$ cat config.mk
export PLATFORM = sky130hd
export DESIGN_NAME = ept_position_timer
export DESIGN_NICKNAME = d
export VERILOG_FILES = /design/src/hdl/ept_pkg.sv /design/src/hdl/ept_position_timer.sv
export VERILOG_INCLUDE_DIRS = /design/src /design/src/hdl
export SDC_FILE = /design/constraint.sdc
export NUM_CORES = 1
export LEC_CHECK = 0
export BUFFER_PORTS_ARGS = -buffer_cell sky130_fd_sc_hd__buf_4
export CAP_MARGIN = 10
export CORE_MARGIN = 3
export CORE_UTILIZATION = 35
export DETAILED_ROUTE_END_ITERATION = 7
export HOLD_SLACK_MARGIN = 0.15
export SLEW_MARGIN = 20
export SYNTH_ARGS = -nofsm -noshare
export SYNTH_HDL_FRONTEND = slang
export SYNTH_SLANG_ARGS = --single-unit
$ cat constraint.sdc
create_clock -name pclk -period 2.9 [get_ports pclk]
set_input_delay 0.29 -clock pclk [delete_from_list [all_inputs] [get_ports pclk]]
set_output_delay 0.29 -clock pclk [all_outputs]
set_load 0.02 [all_outputs]
$ cat src/hdl/ept_defs.svh
// Register map, field positions, reset values and timing counts of the position timer block
`ifndef EPT_DEFS_SVH
`define EPT_DEFS_SVH

// ----------------------------------------------------------------
// Register indices (byte address is four times the index)
// ----------------------------------------------------------------
`define EPT_IDX_MAX_POS 8'h08
`define EPT_IDX_POS_CMP 8'h0c
`define EPT_IDX_IDX_LAT 8'h10
`define EPT_IDX_STB_LAT 8'h14
`define EPT_IDX_UNIT_LAT 8'h18
`define EPT_IDX_UNIT_TMR 8'h1c
`define EPT_IDX_UNIT_PRD 8'h20
`define EPT_IDX_WD_TMR 8'h24
`define EPT_IDX_WD_PRD 8'h26
`define EPT_IDX_CTRL 8'h28
`define EPT_IDX_FLAGS 8'h29
`define EPT_IDX_MASK 8'h2a

// ----------------------------------------------------------------
// Control fields
// ----------------------------------------------------------------
`define EPT_CTRL_WD_EN 0
`define EPT_CTRL_UT_EN 1
`define EPT_CTRL_IDX_SEL_LSB 2
`define EPT_CTRL_SEL 4
`define EPT_CTRL_CMP_EN 5
`define EPT_CTRL_SYNC_EN 6
`define EPT_CTRL_W 7

// ----------------------------------------------------------------
// Flag and mask fields
// ----------------------------------------------------------------
`define EPT_FLG_CMP 0
`define EPT_FLG_IDX 1
`define EPT_FLG_STB 2
`define EPT_FLG_UNIT 3
`define EPT_FLG_WDOG 4
`define EPT_FLG_W 5

// ----------------------------------------------------------------
// Reset values and timing
// ----------------------------------------------------------------
`define EPT_RST_32 32'h0000_0000
`define EPT_RST_16 16'h0000
`define EPT_WD_DIV 7'h40

`endif

$ cat src/hdl/ept_pkg.sv
// Types shared by the position timer block
package ept_pkg;

    // Index latch select encodings
    typedef enum logic [1:0] {
        EPT_IDX_LATCH_OFF = 2'h0,
        EPT_IDX_LATCH_RISE = 2'h1,
        EPT_IDX_LATCH_FALL = 2'h2,
        EPT_IDX_LATCH_BOTH = 2'h3
    } ept_idx_latch_e;

endpackage : ept_pkg

$ cat src/hdl/ept_position_timer.sv
// Position compare, position latches, unit timer and stall watchdog with an APB register port
//
// Our own choice: the APB slave port.
`timescale 1ns/1ps
`default_nettype none
`include "ept_defs.svh"

module ept_position_timer #(
    parameter int POS_W = 32,
    parameter int WD_W = 16
) (
    // Clock and reset
    input wire logic pclk,
    input wire logic presetn,
    // APB slave
    input wire logic psel,
    input wire logic penable,
    input wire logic pwrite,
    input wire logic [11:0] paddr,
    input wire logic [31:0] pwdata,
    output logic [31:0] prdata,
    output logic pready,
    output logic pslverr,
    // Unit side, same clock
    input wire logic [POS_W-1:0] position_counter,
    input wire logic qclk,
    // Encoder pins, asynchronous
    input wire logic index_pin,
    input wire logic strobe_pin,
    // Outputs
    output logic sync_out,
    output logic irq
);

    // ----------------------------------------------------------------
    // Register storage
    // ----------------------------------------------------------------
    logic [POS_W-1:0] max_position_count;
    logic [POS_W-1:0] position_compare_value;
    logic [POS_W-1:0] index_position_latch;
    logic [POS_W-1:0] strobe_position_latch;
    logic [POS_W-1:0] unit_position_latch;
    logic [31:0] unit_timer_count;
    logic [31:0] unit_period_value;
    logic [WD_W-1:0] stall_watchdog_count;
    logic [WD_W-1:0] stall_watchdog_period;
    logic [`EPT_CTRL_W-1:0] ctrl;
    logic [`EPT_FLG_W-1:0] flags;
    logic [`EPT_FLG_W-1:0] mask;

    // ----------------------------------------------------------------
    // Bus decode
    // ----------------------------------------------------------------
    logic setup;
    logic wr_fire;
    logic [7:0] idx;
    logic addr_ok;

    function automatic logic hit(input logic [11:0] a, input logic [7:0] i);
        hit = (a[1:0] == 2'h0) && (a[9:2] == i) && (a[11:10] == 2'h0);
    endfunction : hit

    assign setup = psel & ~penable;
    assign wr_fire = psel & penable & pready & pwrite;
    assign idx = paddr[9:2];

    always_comb
    begin
        addr_ok = 1'b0;
        if (paddr[1:0] == 2'h0 && paddr[11:10] == 2'h0)
        begin
            unique case (idx)
                `EPT_IDX_MAX_POS, `EPT_IDX_POS_CMP, `EPT_IDX_IDX_LAT, `EPT_IDX_STB_LAT,
                `EPT_IDX_UNIT_LAT, `EPT_IDX_UNIT_TMR, `EPT_IDX_UNIT_PRD, `EPT_IDX_WD_TMR,
                `EPT_IDX_WD_PRD, `EPT_IDX_CTRL, `EPT_IDX_FLAGS, `EPT_IDX_MASK:
                    addr_ok = 1'b1;
                default:
                    addr_ok = 1'b0;
            endcase
        end
    end

    // Answer in the first access cycle
    always_ff @(posedge pclk or negedge presetn)
    begin
        if (!presetn)
        begin
            pready <= 1'b0;
            pslverr <= 1'b0;
        end
        else
        begin
            pready <= setup;
            pslverr <= setup & ~addr_ok;
        end
    end

    always_ff @(posedge pclk or negedge presetn)
    begin
        if (!presetn)
            prdata <= `EPT_RST_32;
        else if (setup && !pwrite)
        begin
            prdata <= `EPT_RST_32;
            unique case (1'b1)
                hit(paddr, `EPT_IDX_MAX_POS): prdata <= 32'(max_position_count);
                hit(paddr, `EPT_IDX_POS_CMP): prdata <= 32'(position_compare_value);
                hit(paddr, `EPT_IDX_IDX_LAT): prdata <= 32'(index_position_latch);
                hit(paddr, `EPT_IDX_STB_LAT): prdata <= 32'(strobe_position_latch);
                hit(paddr, `EPT_IDX_UNIT_LAT): prdata <= 32'(unit_position_latch);
                hit(paddr, `EPT_IDX_UNIT_TMR): prdata <= unit_timer_count;
                hit(paddr, `EPT_IDX_UNIT_PRD): prdata <= unit_period_value;
                hit(paddr, `EPT_IDX_WD_TMR): prdata <= 32'(stall_watchdog_count);
                hit(paddr, `EPT_IDX_WD_PRD): prdata <= 32'(stall_watchdog_period);
                hit(paddr, `EPT_IDX_CTRL): prdata <= 32'(ctrl);
                hit(paddr, `EPT_IDX_FLAGS): prdata <= 32'(flags);
                hit(paddr, `EPT_IDX_MASK): prdata <= 32'(mask);
                default: prdata <= `EPT_RST_32;
            endcase
        end
    end

    // ----------------------------------------------------------------
    // Plain read/write registers
    // ----------------------------------------------------------------
    always_ff @(posedge pclk or negedge presetn)
    begin
        if (!presetn)
        begin
            max_position_count <= POS_W'(`EPT_RST_32);
            position_compare_value <= POS_W'(`EPT_RST_32);
            unit_period_value <= `EPT_RST_32;
            stall_watchdog_period <= WD_W'(`EPT_RST_16);
            ctrl <= '0;
            mask <= '0;
        end
        else if (wr_fire)
        begin
            if (hit(paddr, `EPT_IDX_MAX_POS))
                max_position_count <= pwdata[POS_W-1:0];
            if (hit(paddr, `EPT_IDX_POS_CMP))
                position_compare_value <= pwdata[POS_W-1:0];
            if (hit(paddr, `EPT_IDX_UNIT_PRD))
                unit_period_value <= pwdata;
            if (hit(paddr, `EPT_IDX_WD_PRD))
                stall_watchdog_period <= pwdata[WD_W-1:0];
            if (hit(paddr, `EPT_IDX_CTRL))
                ctrl <= pwdata[`EPT_CTRL_W-1:0];
            if (hit(paddr, `EPT_IDX_MASK))
                mask <= pwdata[`EPT_FLG_W-1:0];
        end
    end

    // ----------------------------------------------------------------
    // Pin synchronisers and edge detection
    // ----------------------------------------------------------------
    logic [1:0] pin_raw;
    logic [1:0] pin_rise;
    logic [1:0] pin_fall;

    assign pin_raw = {strobe_pin, index_pin};

    genvar g;
    generate
        for (g = 0; g < 2; g++)
        begin : g_pin
            logic s1;
            logic s2;
            logic s3;
            logic level;
            always_ff @(posedge pclk or negedge presetn)
            begin
                if (!presetn)
                begin
                    s1 <= 1'b0;
                    s2 <= 1'b0;
                    s3 <= 1'b0;
                    level <= 1'b0;
                end
                else
                begin
                    s1 <= pin_raw[g];
                    s2 <= s1;
                    s3 <= s2;
                    if (s2 == s3)
                        level <= s3;
                end
            end
            assign pin_rise[g] = (s2 == s3) & s3 & ~level;
            assign pin_fall[g] = (s2 == s3) & ~s3 & level;
        end
    endgenerate

    // ----------------------------------------------------------------
    // Index and strobe latches
    // ----------------------------------------------------------------
    ept_pkg::ept_idx_latch_e index_latch_select;
    logic index_event;
    logic strobe_event;

    assign index_latch_select = ept_pkg::ept_idx_latch_e'(ctrl[`EPT_CTRL_IDX_SEL_LSB +: 2]);

    always_comb
    begin
        unique case (index_latch_select)
            ept_pkg::EPT_IDX_LATCH_OFF: index_event = 1'b0;
            ept_pkg::EPT_IDX_LATCH_RISE: index_event = pin_rise[0];
            ept_pkg::EPT_IDX_LATCH_FALL: index_event = pin_fall[0];
            ept_pkg::EPT_IDX_LATCH_BOTH: index_event = pin_rise[0] | pin_fall[0];
        endcase
    end

    // Strobe select: 0 latches on rising edge, 1 on both edges
    assign strobe_event = pin_rise[1] | (ctrl[`EPT_CTRL_SEL] & pin_fall[1]);

    always_ff @(posedge pclk or negedge presetn)
    begin
        if (!presetn)
            index_position_latch <= POS_W'(`EPT_RST_32);
        else if (index_event)
            index_position_latch <= position_counter;
    end

    always_ff @(posedge pclk or negedge presetn)
    begin
        if (!presetn)
            strobe_position_latch <= POS_W'(`EPT_RST_32);
        else if (strobe_event)
            strobe_position_latch <= position_counter;
    end

    // ----------------------------------------------------------------
    // Unit timer
    // ----------------------------------------------------------------
    logic unit_event;

    assign unit_event = ctrl[`EPT_CTRL_UT_EN] && (unit_timer_count == unit_period_value);

    always_ff @(posedge pclk or negedge presetn)
    begin
        if (!presetn)
            unit_timer_count <= `EPT_RST_32;
        else if (wr_fire && hit(paddr, `EPT_IDX_UNIT_TMR))
            unit_timer_count <= pwdata;
        else if (unit_event)
            unit_timer_count <= `EPT_RST_32;
        else if (ctrl[`EPT_CTRL_UT_EN])
            unit_timer_count <= unit_timer_count + 32'h0000_0001;
    end

    always_ff @(posedge pclk or negedge presetn)
    begin
        if (!presetn)
            unit_position_latch <= POS_W'(`EPT_RST_32);
        else if (unit_event)
            unit_position_latch <= position_counter;
    end

    // ----------------------------------------------------------------
    // Stall watchdog
    // ----------------------------------------------------------------
    logic [6:0] wd_div;
    logic wd_tick;
    logic qclk_q;
    logic qclk_edge;
    logic wd_event;

    assign wd_tick = ctrl[`EPT_CTRL_WD_EN] && (wd_div == `EPT_WD_DIV - 7'h01);
    assign qclk_edge = qclk ^ qclk_q;
    assign wd_event = wd_tick && !qclk_edge && (stall_watchdog_count == stall_watchdog_period);

    always_ff @(posedge pclk or negedge presetn)
    begin
        if (!presetn)
            wd_div <= 7'h00;
        else if (!ctrl[`EPT_CTRL_WD_EN] || wd_tick)
            wd_div <= 7'h00;
        else
            wd_div <= wd_div + 7'h01;
    end

    always_ff @(posedge pclk or negedge presetn)
    begin
        if (!presetn)
            qclk_q <= 1'b0;
        else
            qclk_q <= qclk;
    end

    always_ff @(posedge pclk or negedge presetn)
    begin
        if (!presetn)
            stall_watchdog_count <= WD_W'(`EPT_RST_16);
        else if (wr_fire && hit(paddr, `EPT_IDX_WD_TMR))
            stall_watchdog_count <= pwdata[WD_W-1:0];
        else if (qclk_edge)
            stall_watchdog_count <= WD_W'(`EPT_RST_16);
        else if (wd_tick)
            stall_watchdog_count <= stall_watchdog_count + WD_W'(1);
    end

    // ----------------------------------------------------------------
    // Position compare
    // ----------------------------------------------------------------
    logic cmp_eq;
    logic cmp_eq_q;
    logic cmp_event;

    assign cmp_eq = (position_counter == position_compare_value);
    assign cmp_event = ctrl[`EPT_CTRL_CMP_EN] & cmp_eq & ~cmp_eq_q;

    always_ff @(posedge pclk or negedge presetn)
    begin
        if (!presetn)
        begin
            cmp_eq_q <= 1'b0;
            sync_out <= 1'b0;
        end
        else
        begin
            cmp_eq_q <= cmp_eq;
            sync_out <= cmp_event & ctrl[`EPT_CTRL_SYNC_EN];
        end
    end

    // ----------------------------------------------------------------
    // Interrupt flags
    // ----------------------------------------------------------------
    logic [`EPT_FLG_W-1:0] flag_set;
    logic [`EPT_FLG_W-1:0] flag_clr;

    always_comb
    begin
        flag_set = '0;
        flag_set[`EPT_FLG_CMP] = cmp_event;
        flag_set[`EPT_FLG_IDX] = index_event;
        flag_set[`EPT_FLG_STB] = strobe_event;
        flag_set[`EPT_FLG_UNIT] = unit_event;
        flag_set[`EPT_FLG_WDOG] = wd_event;
    end

    assign flag_clr = (wr_fire && hit(paddr, `EPT_IDX_FLAGS)) ? pwdata[`EPT_FLG_W-1:0] : '0;

    // A set in the same cycle as its clear wins
    always_ff @(posedge pclk or negedge presetn)
    begin
        if (!presetn)
            flags <= '0;
        else
            flags <= (flags & ~flag_clr) | flag_set;
    end

    always_ff @(posedge pclk or negedge presetn)
    begin
        if (!presetn)
            irq <= 1'b0;
        else
            irq <= |(flags & mask);
    end

endmodule : ept_position_timer
`default_nettype wire
==> flow_results.org <==
** Floorplanning
- In this run the vertical extent of the chip is 224 microns.
- Total core area :: 0.0467 sq mm
- Count of pins on the block boundary :: 120
- The floorplan step set the die width to 224 microns.
- Initial core utilization :: 35.6%
- Number of standard-cell rows in the floorplan :: 79
- Die Footprint :: 0.0500 sq mm

** Layout
- Antenna diodes :: 0
- Of the cells placed in the final design, the portion with a size suffix greater than 1 is 27.1%.
- Number of standard cells in the layout, taps in and fillers out :: 2,388
- The net count of the finished layout is 1,848.
- The library cells used most frequently in the layout, excluding fill and tap cells, are 326 x dfrtp_1, 208 x nand2_1, 202 x mux2_2, 186 x buf_4.
- The library cell used most frequently in the layout, excluding fill and tap cells, is dfrtp_1.
- Layout overhead on the synthesized area :: 23.5%

** Logic synthesis
- Post-Synthesis Mean Instance Area :: 10.7 sq um
- dfrtp_1 takes more of the synthesized area than any other cell.
- After synthesis, the largest area contributor takes up 49.2% of total cell area.
- The number of nets handed over by synthesis was 1,641.
- Yosys mapped a number of flops with a built-in enable equal to 0.
- Among all flip-flop cells after synthesis, the most frequent one is dfrtp_1.
- Warnings from Yosys :: 0
- After technology mapping, the gate count stands at 1,550.
- Counting flops with an async set or reset pin after synthesis yields a share of 100%.
- Sequential-to-total area share from yosys stat :: 49.2%
- Top cells by area in the synthesized netlist :: dfrtp_1 49%, mux2_2 14%, nand2_1 4.7%
- Post-synthesis instance area :: 0.0166 sq mm
- Number of distinct library cell variants in the gate-level netlist after synthesis :: 69
- The synthesized design contains 326 register bits.

** Status
- Run status :: finished clean

** STA
- Dividing the final minimum period by the clock period gives 88.5%.
- Setup slack on the critical path of the routed design comes to 0.333 ns.
- Setup violations remaining at the end of the flow were counted as 0.
- Final clock skew :: 0.0186 ns
- Post-route setup TNS :: 0 ns
- Number of max-slew violations in the final report :: 0
- The routed design could run at a clock period as short as 2.57 ns.
- Timing would allow up to 390 MHz.
- Slew @ Worst Pin :: 0.973 ns
- Setup repair after global routing left no endpoint under its margin.
- Count of final hold-check violations :: 0
- In this run the tightest slew margin relative to its limit is 35.1%.

** Drt
- Mean routed wirelength per cell :: 24.9 microns
- DRT Wirelength :: 59,500 microns
- Via-per-instance ratio :: 5.77
- # DRC :: 0
- Number of vias after detailed routing :: 13,800
- Initial detailed-routing violation count :: 1,510
- For this run, the detailed router's first-pass iteration total came to 8.
- Final antenna-violating net count :: 0

** CTS
- Maximum buffer depth of the clock tree :: 3
- In this run the clock root is driven by a clkbuf_16.
- Clock edge transition at the registers on the reported setup and hold paths :: 0.06 ns
- At the later pin of the worst-skew pair, clock insertion delay measures 0.54 ns.
- TritonCTS built the clock tree.
- Hold-fix buffers at CTS :: 70
- Clock tree synthesis found a total of 326 sinks.
- Post CTS Setup Buffer Count :: 0
- Number of resized instances in the post-cts repair step :: 0
- Number of H-tree branching levels :: 2
- CTS buffer count :: 36

** Setup path
- For the worst setup path, the data arrival time is 3.00 ns.
- R2r startpoint :: unit_timer_count[0]
- The most critical setup path has its startpoint at unit_timer_count[0].
- The worst setup path is captured at a flip-flop.
- Startpoint types :: flip-flop
- Along the worst path, the maximum fanout reaches 7.
- STA puts the critical path data required time at 3.33 ns.
- Type of the setup path with the least slack :: flip-flop to flip-flop

** Global routing
- Vias in the first global route :: 13,700
- Global-route usage over all layers :: 23.5%
- Largest net degree at the start of global routing :: 82
- Global routing finished with a remaining overflow of 0.
- The number of antenna violations at the first check in global routing is 2.
- The first global-routing pass estimated 89,000 microns of wire.

** Flow run
- Max-cap violations in this run came to 0.

** Power
- VDD sags by at most 0.000362 V.
- Power spread over the standard cell area amounts to 507 mW/mm^2.
- The analysis attributes to cell leakage a power of 0.00929 uW.

** Placed design
- During placement, the flow inserted port buffers numbering 119.
- Detailed placement finished with a half-perimeter wire length of 42,800 microns.
- In this run, placement finished with an instance count of 2,256.
- The congestion estimate from routability-driven global placement came to 0.947.
- Prior to clock tree synthesis, the placed netlist has a worst setup slack of 0.349 ns.

** Hold path
- The path class of the tightest hold or removal check is primary input to flip-flop.
- In this run the most critical hold path is launched from pwrite.
-- layer usage --
layer	up-vias	wire length, microns	part of all wire, %	track usage, %
li1	6080	-	-	-
met1	7015	25800	43	32.7
met2	595	27600	46	37.9
met3	91	4310	7.2	3.68
met4	2	1750	2.9	7.14
met5	-	13	0.022	0
-- worst paths after layout --
check / slack [ns] / depth (start not counted) / endpoint
setup / recovery: 0.33 / 7 / unit_timer_count[22]
setup reg to reg: 0.33 / 7 / unit_timer_count[22]
min in group asynchronous: 0.34 / 2 / qclk_q
max in group asynchronous: 1.72 / 3 / unit_timer_count[20]
hold / removal: 0.32 / 4 / prdata[10]
hold reg to reg: 0.35 / 0 / g_pin[0].s2
-- state kept, by name, indices dropped and copies added (netlist names), 2 cells and up --
signal,cells
index_position_latch,32
max_position_count,32
position_compare_value,32
prdata,32
strobe_position_latch,32
unit_period_value,32
unit_position_latch,32
unit_timer_count,32
stall_watchdog_count,16
stall_watchdog_period,16
ctrl,7
wd_div,7
flags,5
mask,5
g_pin.level,2
g_pin.s1,2
g_pin.s2,2
g_pin.s3,2
-- synth_stat cells (4+ instances only) --
cell	count
nor2b_1	8
a22o_1	27
a21oi_1	70
inv_1	13
a222oi_1	9
and4_1	7
a22oi_1	54
nor4_1	22
nand4b_1	4
clkbuf_1	68
a2bb2oi_1	4
and2_1	9
dfrtp_1	326
nor3_1	14
a221oi_1	10
ha_1	7
nor2_1	69
xor2_1	63
a31oi_1	16
buf_1	6
mux2i_1	18
a21o_1	8
nand2_1	208
nand3_1	33
buf_2	22
nand4_1	36
o22ai_1	8
xnor2_1	42
o21ai_0	63
mux4_2	4
mux2_2	202
o32ai_1	5
and3_1	18
o31ai_1	20
-- final cells by class --
cell class              count  area (sq um)
fillers                  4438         26200
multi-input cells        1112          8060
inverters                  13          48.8
clock inverters             8          52.6
well taps                 607           759
repair buffers            268          2340
flip-flops and latches    326          8160
clock buffers              54          1060
-- worst max-delay path, stage by stage (launching register included) --
cell and delay [ns]:
dfrtp_1 0.47, ha_1 0.27, nand2_1 0.14, or4_1 0.68
nor3_2 0.38, nand3_1 0.14, xor2_1 0.16, o31ai_1 0.22
-- cell families after synthesis --
kind of cell,after synthesis,share of synthesized area [%]
XOR/XNOR,105,5.54
AND/OR/NAND/NOR,460,13.8
buffers and inverters,112,2.77
adder cells (fa/ha/maj),7,0.528
flip-flops,326,49.2
AO/OA/AOI/OAI,316,12.8
multiplexers,224,15.3
-- where the power goes --
part	total (uW)	switching [uW]	internal, uW
Combinational	1050	580	467
Sequential	4900	183	4720
Clock	4440	1910	2530
-- stage by stage --
stage	hold WS (ns)	total power, uW	utilization (%)	instance area, sq um
global placement	0.337	5920	39.9	18600
floorplan	-0.00559	5390	-	16600
finish	0.318	10400	43.9	20500
detailed placement	0.336	5940	40.0	18700
CTS	0.310	10400	43.9	20500
global route	0.360	10700	43.9	20500
No activity file was read; power rests on OpenSTA's default activity.
